$ cat src/hw/pwmcc_consts.svh
// Register indices, field positions, reset values and bus widths
`ifndef PWMCC_CONSTS_SVH
`define PWMCC_CONSTS_SVH
`define PWMCC_ADR_W 8
`define PWMCC_DAT_W 32
`define PWMCC_IDX_EN 6'h00
`define PWMCC_IDX_POL 6'h01
`define PWMCC_IDX_CLK 6'h02
`define PWMCC_IDX_PRCLK 6'h03
`define PWMCC_IDX_CAE 6'h04
`define PWMCC_IDX_CTL 6'h05
`define PWMCC_IDX_SCLA 6'h08
`define PWMCC_IDX_SCLB 6'h09
`define PWMCC_IDX_CNT0 6'h0C
`define PWMCC_IDX_PER0 6'h12
`define PWMCC_IDX_DTY0 6'h18
`define PWMCC_PCKA_LSB 0
`define PWMCC_PCKB_LSB 4
`define PWMCC_PRCLK_MASK 8'h77
`define PWMCC_CTL_MASK 8'h30
`define PWMCC_CON01_BIT 4
`define PWMCC_RST_BYTE 8'h00
`define PWMCC_RST_PER 8'hFF
`define PWMCC_SCALE_FULL 10'h200
`endif

$ cat src/hw/pwmcc_pkg.sv
// Types shared by the configuration block and its channels
package pwmcc_pkg;
  typedef struct packed {
    logic en;
    logic pol;
    logic cae;
    logic tick;
    logic [15:0] per;
    logic [15:0] dty;
  } pwmcc_chcfg_t;
  typedef enum logic [0:0] {
    PWMCC_UP = 1'b0,
    PWMCC_DOWN = 1'b1
  } pwmcc_dir_t;
endpackage : pwmcc_pkg

$ cat src/hw/pwmcc_clkgen.sv
// Prescaler and scalers producing clock A/B and scaled clock A/B enables
`timescale 1ns/1ns
`default_nettype none
`include "pwmcc_consts.svh"
module pwmcc_clkgen (
  input wire logic sys_clk,
  input wire logic sys_rst,
  input wire logic run,
  input wire logic [2:0] sel_a,
  input wire logic [2:0] sel_b,
  input wire logic [7:0] scl_a,
  input wire logic [7:0] scl_b,
  input wire logic load_a,
  input wire logic load_b,
  output logic tick_a,
  output logic tick_b,
  output logic tick_sa,
  output logic tick_sb
);
  // ------------------------------------------------------------
  // Helpers
  // ------------------------------------------------------------
  function automatic logic [6:0] pre_mask(input logic [2:0] sel);
    pre_mask = 7'((8'h01 << sel) - 8'h01);
  endfunction : pre_mask

  // Zero scale counts as full scale
  function automatic logic [9:0] scale_lim(input logic [7:0] n);
    scale_lim = (n == 8'h00) ? `PWMCC_SCALE_FULL : {1'b0, n, 1'b0};
  endfunction : scale_lim

  logic [6:0] pre_r;
  logic [9:0] sca_r;
  logic [9:0] scb_r;
  wire [6:0] mask_a = pre_mask(sel_a);
  wire [6:0] mask_b = pre_mask(sel_b);
  wire [9:0] lim_a = scale_lim(scl_a);
  wire [9:0] lim_b = scale_lim(scl_b);

  // ------------------------------------------------------------
  // Dividers
  // ------------------------------------------------------------
  // Shared counter: a new select takes effect at once, may cut a pulse
  assign tick_a = run && ((pre_r & mask_a) == mask_a);
  assign tick_b = run && ((pre_r & mask_b) == mask_b);
  assign tick_sa = tick_a && (sca_r == lim_a - 10'h001);
  assign tick_sb = tick_b && (scb_r == lim_b - 10'h001);

  // Prescaler stops while no enable bit is set, saving power
  always_ff @(posedge sys_clk) begin
    if (sys_rst || !run) begin
      pre_r <= 7'h00;
    end else begin
      pre_r <= pre_r + 7'h01;
    end
  end

  always_ff @(posedge sys_clk) begin
    if (sys_rst || load_a || tick_sa) begin
      sca_r <= 10'h000;
    end else if (tick_a) begin
      sca_r <= sca_r + 10'h001;
    end
  end

  always_ff @(posedge sys_clk) begin
    if (sys_rst || load_b || tick_sb) begin
      scb_r <= 10'h000;
    end else if (tick_b) begin
      scb_r <= scb_r + 10'h001;
    end
  end

  div2_spacing_a: assert property (@(posedge sys_clk) disable iff (sys_rst)
    tick_a && sel_a == 3'h1 && !load_a |=> !tick_a)
    else $error("clock A ticked twice in a row at divide by 2");
  scaled_sub_a: assert property (@(posedge sys_clk) disable iff (sys_rst)
    tick_sa |-> tick_a && sca_r == lim_a - 10'h001)
    else $error("scaled clock A not aligned to clock A");
endmodule : pwmcc_clkgen
`default_nettype wire

$ cat src/hw/pwmcc_chan.sv
// One waveform channel: counter and output level
`timescale 1ns/1ns
`default_nettype none
module pwmcc_chan (
  input wire logic sys_clk,
  input wire logic sys_rst,
  input wire pwmcc_pkg::pwmcc_chcfg_t cfg,
  output logic lvl,
  output logic [15:0] cnt
);
  import pwmcc_pkg::*;
  logic run_r;
  logic [15:0] cnt_r;
  pwmcc_dir_t dir_r;
  wire at_top = (cnt_r >= cfg.per - 16'h0001) || (cfg.per == 16'h0000);

  // ------------------------------------------------------------
  // Counter
  // ------------------------------------------------------------
  // Waveform waits for the selected clock's next tick after enable
  always_ff @(posedge sys_clk) begin
    if (sys_rst || !cfg.en) begin
      run_r <= 1'b0;
      cnt_r <= 16'h0000;
      dir_r <= PWMCC_UP;
    end else if (cfg.tick) begin
      run_r <= 1'b1;
      if (!run_r) begin
        cnt_r <= 16'h0000;
      end else if (!cfg.cae) begin
        cnt_r <= at_top ? 16'h0000 : cnt_r + 16'h0001;
      end else if (dir_r == PWMCC_UP) begin
        if (cnt_r >= cfg.per) begin
          dir_r <= PWMCC_DOWN;
          cnt_r <= (cnt_r == 16'h0000) ? 16'h0000 : cnt_r - 16'h0001;
        end else begin
          cnt_r <= cnt_r + 16'h0001;
        end
      end else if (cnt_r == 16'h0000) begin
        dir_r <= PWMCC_UP;
        cnt_r <= (cfg.per == 16'h0000) ? 16'h0000 : 16'h0001;
      end else begin
        cnt_r <= cnt_r - 16'h0001;
      end
    end
  end

  // Centre mode keeps the start level on the way down at duty, so both halves match
  wire hold_down = cfg.cae && (dir_r == PWMCC_DOWN) && (cnt_r == cfg.dty) && (cfg.dty != 16'h0000);
  // Start level until duty is reached; polarity applies at once
  assign lvl = (run_r && cnt_r >= cfg.dty && !hold_down) ? ~cfg.pol : cfg.pol;
  assign cnt = cnt_r;

  start_high_a: assert property (@(posedge sys_clk) disable iff (sys_rst)
    run_r && cfg.pol && cnt_r < cfg.dty |-> lvl)
    else $error("start level not high");
  start_low_a: assert property (@(posedge sys_clk) disable iff (sys_rst)
    run_r && !cfg.pol && cnt_r >= cfg.dty && !hold_down |-> lvl)
    else $error("level not high after duty");
  left_wrap_a: assert property (@(posedge sys_clk) disable iff (sys_rst)
    run_r && cfg.en && cfg.tick && !cfg.cae && at_top |=> cnt_r == 16'h0000)
    else $error("left aligned counter did not wrap");
  center_turn_a: assert property (@(posedge sys_clk) disable iff (sys_rst)
    run_r && cfg.en && cfg.tick && cfg.cae && dir_r == PWMCC_UP && cnt_r >= cfg.per
    |=> dir_r == PWMCC_DOWN)
    else $error("center aligned counter did not turn");
  wait_tick_a: assert property (@(posedge sys_clk) disable iff (sys_rst)
    !run_r && !cfg.tick |=> !run_r)
    else $error("waveform started without a clock tick");
endmodule : pwmcc_chan
`default_nettype wire

$ cat src/hw/pwmcc_top.sv
// Four-channel waveform configuration block with Wishbone registers
`timescale 1ns/1ns
`default_nettype none
`include "pwmcc_consts.svh"
module pwmcc_top (
  input wire logic sys_clk,
  input wire logic sys_rst,
  input wire logic wb_cyc_i,
  input wire logic wb_stb_i,
  input wire logic wb_we_i,
  input wire logic [`PWMCC_ADR_W-1:0] wb_adr_i,
  input wire logic [3:0] wb_sel_i,
  input wire logic [`PWMCC_DAT_W-1:0] wb_dat_i,
  output logic [`PWMCC_DAT_W-1:0] wb_dat_o,
  output logic wb_ack_o,
  output logic [3:0] pwm_out,
  output logic [3:0] pwm_oe
);
  import pwmcc_pkg::*;

  // ------------------------------------------------------------
  // State
  // ------------------------------------------------------------
  logic ack_r;
  logic [31:0] rdat_r;
  logic [3:0] en_r;
  logic [3:0] pol_r;
  logic [3:0] csel_r;
  logic [3:0] cae_r;
  logic [7:0] prclk_r;
  logic [7:0] ctl_r;
  logic [7:0] scla_r;
  logic [7:0] sclb_r;
  logic [7:0] per_r [4];
  logic [7:0] dty_r [4];
  logic [3:0] out_r;
  logic [3:0] oe_r;
  logic [7:0] rd_byte;

  // ------------------------------------------------------------
  // Bus decode
  // ------------------------------------------------------------
  wire req = wb_cyc_i && wb_stb_i && !ack_r;
  wire [5:0] idx = wb_adr_i[7:2];
  wire aligned = (wb_adr_i[1:0] == 2'h0);
  wire wr = req && wb_we_i && wb_sel_i[0] && aligned;
  wire [7:0] wd = wb_dat_i[7:0];
  wire wr_en = wr && (idx == `PWMCC_IDX_EN);
  wire wr_pol = wr && (idx == `PWMCC_IDX_POL);
  wire wr_clk = wr && (idx == `PWMCC_IDX_CLK);
  wire wr_prclk = wr && (idx == `PWMCC_IDX_PRCLK);
  wire wr_cae = wr && (idx == `PWMCC_IDX_CAE);
  wire wr_ctl = wr && (idx == `PWMCC_IDX_CTL);
  wire wr_scla = wr && (idx == `PWMCC_IDX_SCLA);
  wire wr_sclb = wr && (idx == `PWMCC_IDX_SCLB);
  wire [5:0] per_off = idx - `PWMCC_IDX_PER0;
  wire [5:0] dty_off = idx - `PWMCC_IDX_DTY0;
  wire [5:0] cnt_off = idx - `PWMCC_IDX_CNT0;
  wire per_hit = (idx >= `PWMCC_IDX_PER0) && (per_off < 6'h04);
  wire dty_hit = (idx >= `PWMCC_IDX_DTY0) && (dty_off < 6'h04);
  wire cnt_hit = (idx >= `PWMCC_IDX_CNT0) && (cnt_off < 6'h04);

  // ------------------------------------------------------------
  // Register writes
  // ------------------------------------------------------------
  // All configuration bytes take writes at any time
  always_ff @(posedge sys_clk) begin
    if (sys_rst) begin
      en_r <= 4'h0;
      pol_r <= 4'h0;
      csel_r <= 4'h0;
      cae_r <= 4'h0;
      prclk_r <= `PWMCC_RST_BYTE;
      ctl_r <= `PWMCC_RST_BYTE;
      scla_r <= `PWMCC_RST_BYTE;
      sclb_r <= `PWMCC_RST_BYTE;
    end else begin
      if (wr_en) en_r <= wd[3:0];
      if (wr_pol) pol_r <= wd[3:0];
      if (wr_clk) csel_r <= wd[3:0];
      if (wr_prclk) prclk_r <= wd & `PWMCC_PRCLK_MASK;
      if (wr_cae) cae_r <= wd[3:0];
      if (wr_ctl) ctl_r <= wd & `PWMCC_CTL_MASK;
      if (wr_scla) scla_r <= wd;
      if (wr_sclb) sclb_r <= wd;
    end
  end

  always_ff @(posedge sys_clk) begin
    for (int i = 0; i < 4; i++) begin
      if (sys_rst) begin
        per_r[i] <= `PWMCC_RST_PER;
        dty_r[i] <= `PWMCC_RST_PER;
      end else begin
        if (wr && per_hit && per_off[1:0] == 2'(i)) per_r[i] <= wd;
        if (wr && dty_hit && dty_off[1:0] == 2'(i)) dty_r[i] <= wd;
      end
    end
  end

  // ------------------------------------------------------------
  // Clock generation
  // ------------------------------------------------------------
  logic tick_a;
  logic tick_b;
  logic tick_sa;
  logic tick_sb;

  pwmcc_clkgen u_clkgen (
    .sys_clk(sys_clk),
    .sys_rst(sys_rst),
    .run(|en_r),
    .sel_a(prclk_r[`PWMCC_PCKA_LSB +: 3]),
    .sel_b(prclk_r[`PWMCC_PCKB_LSB +: 3]),
    .scl_a(scla_r),
    .scl_b(sclb_r),
    .load_a(wr_scla),
    .load_b(wr_sclb),
    .tick_a(tick_a),
    .tick_b(tick_b),
    .tick_sa(tick_sa),
    .tick_sb(tick_sb)
  );

  // ------------------------------------------------------------
  // Channels
  // ------------------------------------------------------------
  pwmcc_chcfg_t cfg [4];
  logic [3:0] lvl;
  logic [15:0] cnt [4];
  logic [3:0] pin_en;

  for (genvar i = 0; i < 4; i++) begin : g_ch
    localparam bit UPPER = (i % 2) == 1;
    localparam bit BANK_A = i < 2;
    wire join_pair = ctl_r[`PWMCC_CON01_BIT + i / 2];
    wire plain = BANK_A ? tick_a : tick_b;
    wire scaled = BANK_A ? tick_sa : tick_sb;
    // Joined lower channel is silenced; upper one runs 16 bits
    assign pin_en[i] = en_r[i] && !(join_pair && !UPPER);
    assign cfg[i].en = pin_en[i];
    assign cfg[i].pol = pol_r[i];
    assign cfg[i].cae = cae_r[i];
    assign cfg[i].tick = csel_r[i] ? scaled : plain;
    assign cfg[i].per = (UPPER && join_pair) ? {per_r[i ^ 1], per_r[i]} : {8'h00, per_r[i]};
    assign cfg[i].dty = (UPPER && join_pair) ? {dty_r[i ^ 1], dty_r[i]} : {8'h00, dty_r[i]};

    pwmcc_chan u_chan (
      .sys_clk(sys_clk),
      .sys_rst(sys_rst),
      .cfg(cfg[i]),
      .lvl(lvl[i]),
      .cnt(cnt[i])
    );
  end

  // Pin drives as soon as enabled, before the first tick
  always_ff @(posedge sys_clk) begin
    if (sys_rst) begin
      out_r <= 4'h0;
      oe_r <= 4'h0;
    end else begin
      out_r <= lvl & pin_en;
      oe_r <= pin_en;
    end
  end

  // ------------------------------------------------------------
  // Read path and acknowledge
  // ------------------------------------------------------------
  always_comb begin
    rd_byte = 8'h00;
    if (aligned) begin
      unique case (1'b1)
        idx == `PWMCC_IDX_EN: rd_byte = {4'h0, en_r};
        idx == `PWMCC_IDX_POL: rd_byte = {4'h0, pol_r};
        idx == `PWMCC_IDX_CLK: rd_byte = {4'h0, csel_r};
        idx == `PWMCC_IDX_PRCLK: rd_byte = prclk_r;
        idx == `PWMCC_IDX_CAE: rd_byte = {4'h0, cae_r};
        idx == `PWMCC_IDX_CTL: rd_byte = ctl_r;
        idx == `PWMCC_IDX_SCLA: rd_byte = scla_r;
        idx == `PWMCC_IDX_SCLB: rd_byte = sclb_r;
        per_hit: rd_byte = per_r[per_off[1:0]];
        dty_hit: rd_byte = dty_r[dty_off[1:0]];
        cnt_hit: rd_byte = cnt[cnt_off[1:0]][7:0];
        default: rd_byte = 8'h00;
      endcase
    end
  end

  // Unmapped addresses still ack, reading zero; one wait state
  always_ff @(posedge sys_clk) begin
    if (sys_rst) begin
      ack_r <= 1'b0;
      rdat_r <= 32'h0000_0000;
    end else begin
      ack_r <= req;
      rdat_r <= req ? {24'h00_0000, rd_byte} : 32'h0000_0000;
    end
  end

  assign wb_ack_o = ack_r;
  assign wb_dat_o = rdat_r;
  assign pwm_out = out_r;
  assign pwm_oe = oe_r;

  // ------------------------------------------------------------
  // Checks
  // ------------------------------------------------------------
  pol_readback_a: assert property (@(posedge sys_clk) disable iff (sys_rst)
    wr_pol ##[1:3] req && !wb_we_i && aligned && idx == `PWMCC_IDX_POL
    |=> wb_dat_o[3:0] == $past(pol_r))
    else $error("start level readback mismatch");
  bank_b_src_a: assert property (@(posedge sys_clk) disable iff (sys_rst)
    cfg[2].tick |-> (csel_r[2] ? tick_sb : tick_b))
    else $error("channel 2 ticked from wrong clock");
  joined_off_a: assert property (@(posedge sys_clk) disable iff (sys_rst)
    ctl_r[5] |=> !pwm_oe[2])
    else $error("joined lower pin still enabled");
  enable_now_a: assert property (@(posedge sys_clk) disable iff (sys_rst)
    wr_en && wd[1] && !ctl_r[4] ##1 en_r[1] |=> pwm_oe[1])
    else $error("enable did not drive pin at once");
endmodule : pwmcc_top
`default_nettype wire

$ cat config.mk
export PLATFORM = sky130hd
export DESIGN_NAME = pwmcc_top
export DESIGN_NICKNAME = d
export VERILOG_FILES = /design/src/hw/pwmcc_pkg.sv /design/src/hw/pwmcc_clkgen.sv /design/src/hw/pwmcc_chan.sv /design/src/hw/pwmcc_top.sv
export VERILOG_INCLUDE_DIRS = /design/src /design/src/hw
export SDC_FILE = /design/constraint.sdc
export NUM_CORES = 1
export LEC_CHECK = 0
export ABC_CLOCK_PERIOD_IN_PS = 3400
export BUFFER_PORTS_ARGS = -buffer_cell sky130_fd_sc_hd__buf_2
export CAP_MARGIN = 20
export CELL_PAD_IN_SITES_DETAIL_PLACEMENT = 0
export CELL_PAD_IN_SITES_GLOBAL_PLACEMENT = 1
export CORE_AREA = 2 2 210 212
export CTS_BUF_LIST = sky130_fd_sc_hd__clkbuf_2
export DETAILED_ROUTE_END_ITERATION = 8
export DIE_AREA = 0 0 212 214
export GPL_ROUTABILITY_DRIVEN = 0
export PLACE_DENSITY = 0.85
export SLEW_MARGIN = 20
export SYNTH_ARGS = -nofsm -noshare
export SYNTH_HDL_FRONTEND = slang
export SYNTH_SLANG_ARGS = --single-unit
$ cat constraint.sdc
create_clock -name sys_clk -period 3.4 [get_ports sys_clk]
set_input_delay 0.51 -clock sys_clk [delete_from_list [all_inputs] [get_ports sys_clk]]
set_output_delay 0.51 -clock sys_clk [all_outputs]
set_load 0.05 [all_outputs]
* Yosys cells after proc, flatten, opt, wreduce, memory -nomap -nowiden
Memory sizes are Yosys's and may differ from the RTL's. Cells that the tools add are included.
Cells by class: add/subtract/negate cells 22, $lt $le $gt $ge 19, equal/unequal tests 21, shift-type cells 2, mux-type cells 96, bitwise operators 18, reduce and logical (&&, ||, !) cells 101
Operator list (number):
- two-way mux 16 bit | 32
- >= comparator 16 bit | 8
- logical NOT 16 bit | 8
- subtractor 16 x 1 -> 16 bit, second input constant | 6
- one-hot mux 8 bit (11 select lines) | 1
- two-way mux 8 bit | 10
- adder 16 x 1 -> 16 bit, second input constant | 4
- >= comparator 16 x 8 -> 1 bit | 4
- nonzero test 16 bit | 4
- logical AND 1 bit | 52
- two-way mux 1 bit | 50
- binary-select mux 16 bit (select 2 bit) | 1
- equality test 16 bit | 2
- equality test 16 x 8 -> 1 bit | 2
- adder 10 x 1 -> 10 bit, second input constant | 2
- equality test 10 bit | 2
- two-way mux 10 bit | 2
- subtractor 10 x 1 -> 10 bit, second input constant | 2
- < comparator 6 x 3 -> 1 bit, second input constant | 3
- subtractor 8 x 1 -> 9 bit, second input constant | 2
- logical NOT 8 bit | 2
- bitwise AND 7 bit | 2
- equality test 7 bit | 2
- left shift 1 x 3 -> 7 bit, first input constant | 2
- other kinds (24) | 74
Storage, ports and cells: bits in registers 180, RAM bits 64, bits of input ports 49, output and inout port bits 41, logic and storage cells 309, memories kept 2
Memories:
- dty_r | words 4, bits a word 8, rd ports 5, clocked after memory_dff 0, write ports 4, line pwmcc_top.sv:35 | logic [7:0] dty_r [4];
- per_r | words 4, bits a word 8, rd ports 5, clocked after memory_dff 0, write ports 4, line pwmcc_top.sv:34 | logic [7:0] per_r [4];

* Depth between registers and ports, before layout
depth after elaboration 11, gate-level depth with buffers 19, mapped depth without buffers 17

* By module
From an unflattened synthesis, not the netlist that was laid out.
Second synthesis, totals: cell total of the unflattened synthesis 2434, area total of the unflattened synthesis 20328.2 µm²
Modules (own cells, without submodules):
- pwmcc_chan (g_ch[0].u_chan ...) | times used 3, cells each 417, area an instance 3024.2 µm², sequential area each 360.3 µm²
- pwmcc_top | times used 1, cells each 548, area an instance 6130.9 µm², sequential area each 3062.9 µm²
- pwmcc_chan (g_ch[1].u_chan) | times used 1, cells each 404, area an instance 3130.5 µm², sequential area each 360.3 µm²
- pwmcc_clkgen | times used 1, cells each 231, area an instance 1994.4 µm², sequential area each 540.5 µm²

* Worst setup path before layout
OpenSTA, ideal clock, no wires.
path kind flip-flop to flip-flop, start point memory per_r[3][2], end point register g_ch[3].u_chan.cnt_r[9], setup time 0.062 ns, arrival time 3.646 ns, required time 3.338 ns, path slack -0.308 ns, cell stages (with the launch flop) 18, buffers on the path 0, clock period less this slack 3.708 ns, cell sequence edfxtp_1 nor2_1 and4_1 nand3_1 nor3b_1 o21a_1 a21oi_1 a21oi_1 ha_1 a21o_1 a21o_1 a21oi_1 nand2_1 nor3_1 nand3_4 or4_1 a211o_1 nand3_1
RTL lines:
- from (decl) | line pwmcc_top.sv:34
- to (signal assigned) | line pwmcc_chan.sv:31 | cnt_r <= at_top ? 16'h0000 : cnt_r + 16'h0001;
- to (signal assigned) | line pwmcc_chan.sv:35 | cnt_r <= (cnt_r == 16'h0000) ? 16'h0000 : cnt_r - 16'h0001;
- to (signal assigned) | line pwmcc_chan.sv:37 | cnt_r <= cnt_r + 16'h0001;
- to (decl) | line pwmcc_chan.sv:13 | logic [15:0] cnt_r;

==> impl_metrics.prom <==
# TYPE chip_impl_metric gauge
chip_impl_metric{name="syn-instance-count",unit=""} 2350
chip_impl_metric{name="grt_start_max_net_pins",unit=""} 48
chip_impl_metric{name="chipHeight",unit="um"} 214
chip_impl_metric{name="netlist.area_leader.share",unit="%"} 16.68
chip_impl_metric{name="sequential_cell_fraction_of_total_power",unit="%"} 52.9
chip_impl_metric{name="post_synth_mux_area_share",unit="%"} 4.539
chip_impl_metric{name="grt_pass1_vias",unit=""} 18328
chip_impl_metric{name="drive_gt1_share",unit="%"} 18.32
chip_impl_metric{name="viasPerCell",unit=""} 6.020
chip_impl_metric{name="io_buffers",unit=""} 38
chip_impl_info{name="main_combinational_cell_family_by_area_after_synthesis",value="simple AND/OR/NAND/NOR gates"} 1
chip_impl_metric{name="fmax",unit="GHz"} 0.2774
chip_impl_info{name="start_kind",value="register"} 1
chip_impl_info{name="timing.critical_path.to",value="g_ch[1].u_chan.cnt[9]"} 1
chip_impl_metric{name="dp_hpwl",unit="um"} 47650
chip_impl_metric{name="clkSlewWorstSetupHoldPaths",unit="ns"} 0.12
chip_impl_metric{name="cts_max_level",unit=""} 2
chip_impl_metric{name="initial_core_util",unit="%"} 43.65
chip_impl_metric{name="gr-usage-all-layers",unit="%"} 27.21
chip_impl_metric{name="netlist-cell-type-count",unit=""} 88
chip_impl_metric{name="max_cap_violations",unit=""} 0
chip_impl_metric{name="number_of_flops_mapped_to_enable_cells_by_yosys",unit=""} 64
chip_impl_metric{name="fillerInstances",unit=""} 4076
chip_impl_metric{name="p_int",unit="mW"} 3.558
chip_impl_metric{name="globalRoute.totalOverflow",unit=""} 0
chip_impl_metric{name="ys_seq_elements",unit=""} 220
chip_impl_info{name="cp-end-kind",value="register"} 1
chip_impl_info{name="clock_root_cell",value="sky130_fd_sc_hd__clkbuf_2"} 1
chip_impl_metric{name="fp.coreArea",unit="um2"} 42890
chip_impl_metric{name="synth_area",unit="um2"} 18720
chip_impl_metric{name="die_area",unit="um2"} 45370
chip_impl_info{name="setup.worst_path.start",value="per_r[1][4]"} 1
chip_impl_metric{name="async_reset_ff_share",unit="%"} 0
chip_impl_metric{name="fin_worst_hold_slack",unit="ns"} 0.1639
chip_impl_metric{name="design.portCount",unit=""} 90
chip_impl_metric{name="final.setup.worst_slack",unit="ns"} -0.2049
chip_impl_metric{name="comb_power_share",unit="%"} 6.2
chip_impl_metric{name="power.leakage",unit="nW"} 9.273
chip_impl_metric{name="synth_simple_gate_area_share",unit="%"} 24.17
chip_impl_metric{name="layoutNonFillerInstCount",unit=""} 3217
chip_impl_metric{name="first_pass_grt_wire_length",unit="um"} 98200
chip_impl_metric{name="drt_iter0_drc",unit=""} 1822
chip_impl_metric{name="p_clk_share",unit="%"} 40.9
chip_impl_metric{name="drc",unit=""} 0
chip_impl_metric{name="count_of_vias_placed_by_the_detailed_router",unit=""} 19366
chip_impl_metric{name="synth_warnings",unit=""} 0
chip_impl_info{name="worstHoldPathType",value="primary input to register"} 1
chip_impl_metric{name="power.switching_fraction",unit="%"} 30.67
chip_impl_metric{name="synth-compound-area-share",unit="%"} 20.17
chip_impl_metric{name="sequential_share_of_the_synthesized_area",unit="%"} 26.95
chip_impl_info{name="timing.rr.start",value="per_r[1][4]"} 1
chip_impl_metric{name="finalSetupViolCount",unit=""} 22
chip_impl_metric{name="power-per-cell-area",unit="nW/um2"} 232.9
chip_impl_metric{name="drt_wl_total",unit="um"} 63550
chip_impl_metric{name="cts_buffer_depth",unit=""} 3
chip_impl_info{name="netlist.top_cell.by_area",value="sky130_fd_sc_hd__dfxtp_1"} 1
chip_impl_metric{name="die_w",unit="um"} 212
chip_impl_metric{name="critPathRequiredTime",unit="ns"} 4.41
chip_impl_metric{name="finalCriticalPeriod",unit="ns"} 3.605
chip_impl_metric{name="place_inst",unit=""} 3073
chip_impl_metric{name="power.ir.vdd_worst",unit="mV"} 0.2518
chip_impl_metric{name="cp_max_fo",unit=""} 5
chip_impl_metric{name="maxSlewViolCount",unit=""} 0
chip_impl_info{name="run_status",value="finished with violations"} 1
chip_impl_metric{name="first_pass_iteration_count_of_the_detailed_router",unit=""} 8
chip_impl_metric{name="post_synth_xor_area_fraction",unit="%"} 5.521
chip_impl_metric{name="tightestPinTransition",unit="ns"} 0.8905
chip_impl_info{name="yosysMostFrequentCell",value="sky130_fd_sc_hd__nand2_1"} 1
chip_impl_metric{name="maxSlewHeadroom",unit="%"} 40.63
chip_impl_info{name="rsz0062_at_grt",value="yes"} 1
chip_impl_metric{name="worstPathArrival",unit="ns"} 4.61
chip_impl_metric{name="route.detailed.wl_per_inst",unit="um"} 19.75
chip_impl_info{name="postSynth.topFlopCell",value="sky130_fd_sc_hd__dfxtp_1"} 1
chip_impl_metric{name="cts_sinks",unit=""} 220
chip_impl_metric{name="worst_skew_pair.late_latency",unit="ns"} 1.11
chip_impl_info{name="list_of_most_frequent_post_synthesis_cells",value="sky130_fd_sc_hd__nand2_1 (243), sky130_fd_sc_hd__nor2_1 (203), sky130_fd_sc_hd__ha_1 (189), sky130_fd_sc_hd__dfxtp_1 (156), sky130_fd_sc_hd__a21oi_1 (153)"} 1
chip_impl_metric{name="layout_nets",unit=""} 2817
chip_impl_metric{name="worst_r2r_path_depth",unit=""} 18
chip_impl_metric{name="placementRows",unit=""} 76
chip_impl_metric{name="reg2reg_slack",unit="ns"} -0.20
chip_impl_metric{name="cts_made_buffers",unit=""} 61
chip_impl_metric{name="flow.area_growth_from_synthesis",unit="%"} 17.71
chip_impl_info{name="cell_types_occupying_the_most_area_after_synthesis",value="sky130_fd_sc_hd__dfxtp_1 (17%), sky130_fd_sc_hd__ha_1 (13%), sky130_fd_sc_hd__edfxtp_1 (10%)"} 1
chip_impl_metric{name="switchingPower",unit="mW"} 1.574
chip_impl_metric{name="ant_nets",unit=""} 0
chip_impl_info{name="failing_checks",value="negative setup slack"} 1
chip_impl_info{name="reg2reg_to",value="g_ch[1].u_chan.cnt[9]"} 1
chip_impl_info{name="tritoncts_clock_tree",value="yes"} 1
chip_impl_metric{name="fin_crit_sh",unit="%"} 106.0
chip_impl_metric{name="avgSynthCellArea",unit="um2"} 7.965
chip_impl_metric{name="finClkSkew",unit="ns"} 0.06276
chip_impl_metric{name="antenna_found_initial",unit=""} 1
chip_impl_metric{name="synth_adder_area_share",unit="%"} 12.63
chip_impl_info{name="critPathKind",value="register to register"} 1
chip_impl_metric{name="hold_violations",unit=""} 0
==> per-layer routing <==
metal	track usage, %	up-vias	part of all wire [%]
met5	0	-	0
met4	10.80	0	3.4
li1	-	9102	-
met1	35.43	9181	41
met3	6.026	161	9.7
met2	43.63	922	46
==> state kept, by name, indices dropped and copies added, names as in the netlist, 8 cells and up <==
signal           flops
wb_dat_o             8
sclb_r               8
g_ch.u_chan.cnt     64
u_clkgen.scb_r      10
scla_r               8
dty_r               32
u_clkgen.sca_r      10
per_r               32
==> worst max-delay path, cell delays in order, from the launching register on <==
cell                       delay, ns
sky130_fd_sc_hd__edfxtp_1       0.45
sky130_fd_sc_hd__nor4_4         0.33
sky130_fd_sc_hd__nand2_1        0.13
sky130_fd_sc_hd__nor2_2         0.10
sky130_fd_sc_hd__nand3_2        0.11
sky130_fd_sc_hd__a21oi_4        0.22
sky130_fd_sc_hd__a21oi_2        0.08
sky130_fd_sc_hd__a21oi_1        0.14
sky130_fd_sc_hd__ha_1           0.27
sky130_fd_sc_hd__buf_4          0.14
sky130_fd_sc_hd__nand4_1        0.12
sky130_fd_sc_hd__nor2_1         0.08
sky130_fd_sc_hd__nand2_1        0.07
sky130_fd_sc_hd__nand4b_1       0.10
sky130_fd_sc_hd__or3_4          0.36
sky130_fd_sc_hd__a41o_4         0.29
sky130_fd_sc_hd__buf_6          0.14
sky130_fd_sc_hd__a211oi_2       0.20
sky130_fd_sc_hd__a32o_1         0.18
==> final cells by class <==
cell class              count  area (um2)  area share (%)
flip-flops and latches    220        5045           22.90
multi-input cells        1881       13010           59.03
repair buffers            294        2198           9.978
inverters                 121       457.9           2.078
clock buffers              80       400.4           1.817
well taps                 585       732.0           3.322
diodes                      1       2.502         0.01136
clock inverters            35       191.4          0.8689
==> stage by stage <==
| stage | utilization [%] | total power [mW] | area [um2] | worst slack [ns] | TNS (ns) |
|---|---|---|---|---|---|
| 2_1_floorplan | - | 2.986 | 18860 | -0.02713 | -0.02713 |
| 3_3_place_gp | 48.59 | 3.061 | 20840 | -0.2919 | -3.065 |
| 3_5_place_dp | 48.60 | 3.068 | 20840 | -0.3421 | -5.523 |
| 4_1_cts | 50.74 | 5.165 | 21760 | -0.1690 | -1.907 |
| 5_1_grt | 51.37 | 5.308 | 22030 | -0.3487 | -7.391 |
| 6_report | 51.37 | 5.132 | 22030 | -0.2049 | -2.393 |
==> how the worst min path moves through the flow <==
stage	from	to	slack, ns	cells past startpoint
floorplan	prclk_r[0]	prclk_r[0]	0.45	2
global placement	prclk_r[0]	prclk_r[0]	0.49	2
finish	wb_adr_i[2]	en_r[2]	0.16	5
CTS	wb_adr_i[2]	en_r[0]	0.05	5
global route	wb_adr_i[2]	en_r[0]	0.12	5
detailed placement	prclk_r[0]	prclk_r[0]	0.49	2
==> what timing repair did <==
item | in CTS | in global routing
setup buffers | 8 | 6
hold endpoints to repair | 99 | 0
resized for setup | 29 | 56
hold buffers | 14 | 0
setup endpoints to repair | 54 | 63
pin swaps | 37 | 27
==> logic make-up (layout without fill, tap and decap cells) <==
family / after synthesis / after routing
adder cells (fa/ha/maj): 189 / 189
buffers and inverters: 272 / 530
XOR/XNOR: 118 / 118
AND/OR/NAND/NOR: 916 / 916
multiplexers: 54 / 54
other: 1 / 25
flip-flops: 220 / 220
AO/OA/AOI/OAI: 580 / 580
==> layout by cell type, fill, tap and decap left out, types with 33 or more instances in the layout <==
cell	instances
sky130_fd_sc_hd__nand2b_1	52
sky130_fd_sc_hd__inv_1	115
sky130_fd_sc_hd__o21ai_0	112
sky130_fd_sc_hd__buf_4	233
sky130_fd_sc_hd__nor3_1	68
sky130_fd_sc_hd__buf_2	38
sky130_fd_sc_hd__and3_1	33
sky130_fd_sc_hd__nand3_1	91
sky130_fd_sc_hd__nor2_1	196
sky130_fd_sc_hd__dfxtp_1	156
sky130_fd_sc_hd__edfxtp_1	64
sky130_fd_sc_hd__nand4_1	51
sky130_fd_sc_hd__a21oi_1	147
sky130_fd_sc_hd__a31oi_1	39
sky130_fd_sc_hd__xnor2_1	67
sky130_fd_sc_hd__or3_1	47
sky130_fd_sc_hd__ha_1	187
sky130_fd_sc_hd__xor2_1	51
sky130_fd_sc_hd__nand2_1	242
sky130_fd_sc_hd__clkbuf_2	80
sky130_fd_sc_hd__a21o_1	34
==> power by group through the flow <==
stage | registers (mW) | clock network (mW) | logic, mW
after global placement | 2.77 | 0 | 0.287
final | 2.72 | 2.10 | 0.318
after detailed placement | 2.77 | 0 | 0.294
after global routing | 2.72 | 2.26 | 0.332
after floorplan | 2.77 | 0 | 0.214
after CTS | 2.71 | 2.14 | 0.307
Power figures use the tool's default switching activity.
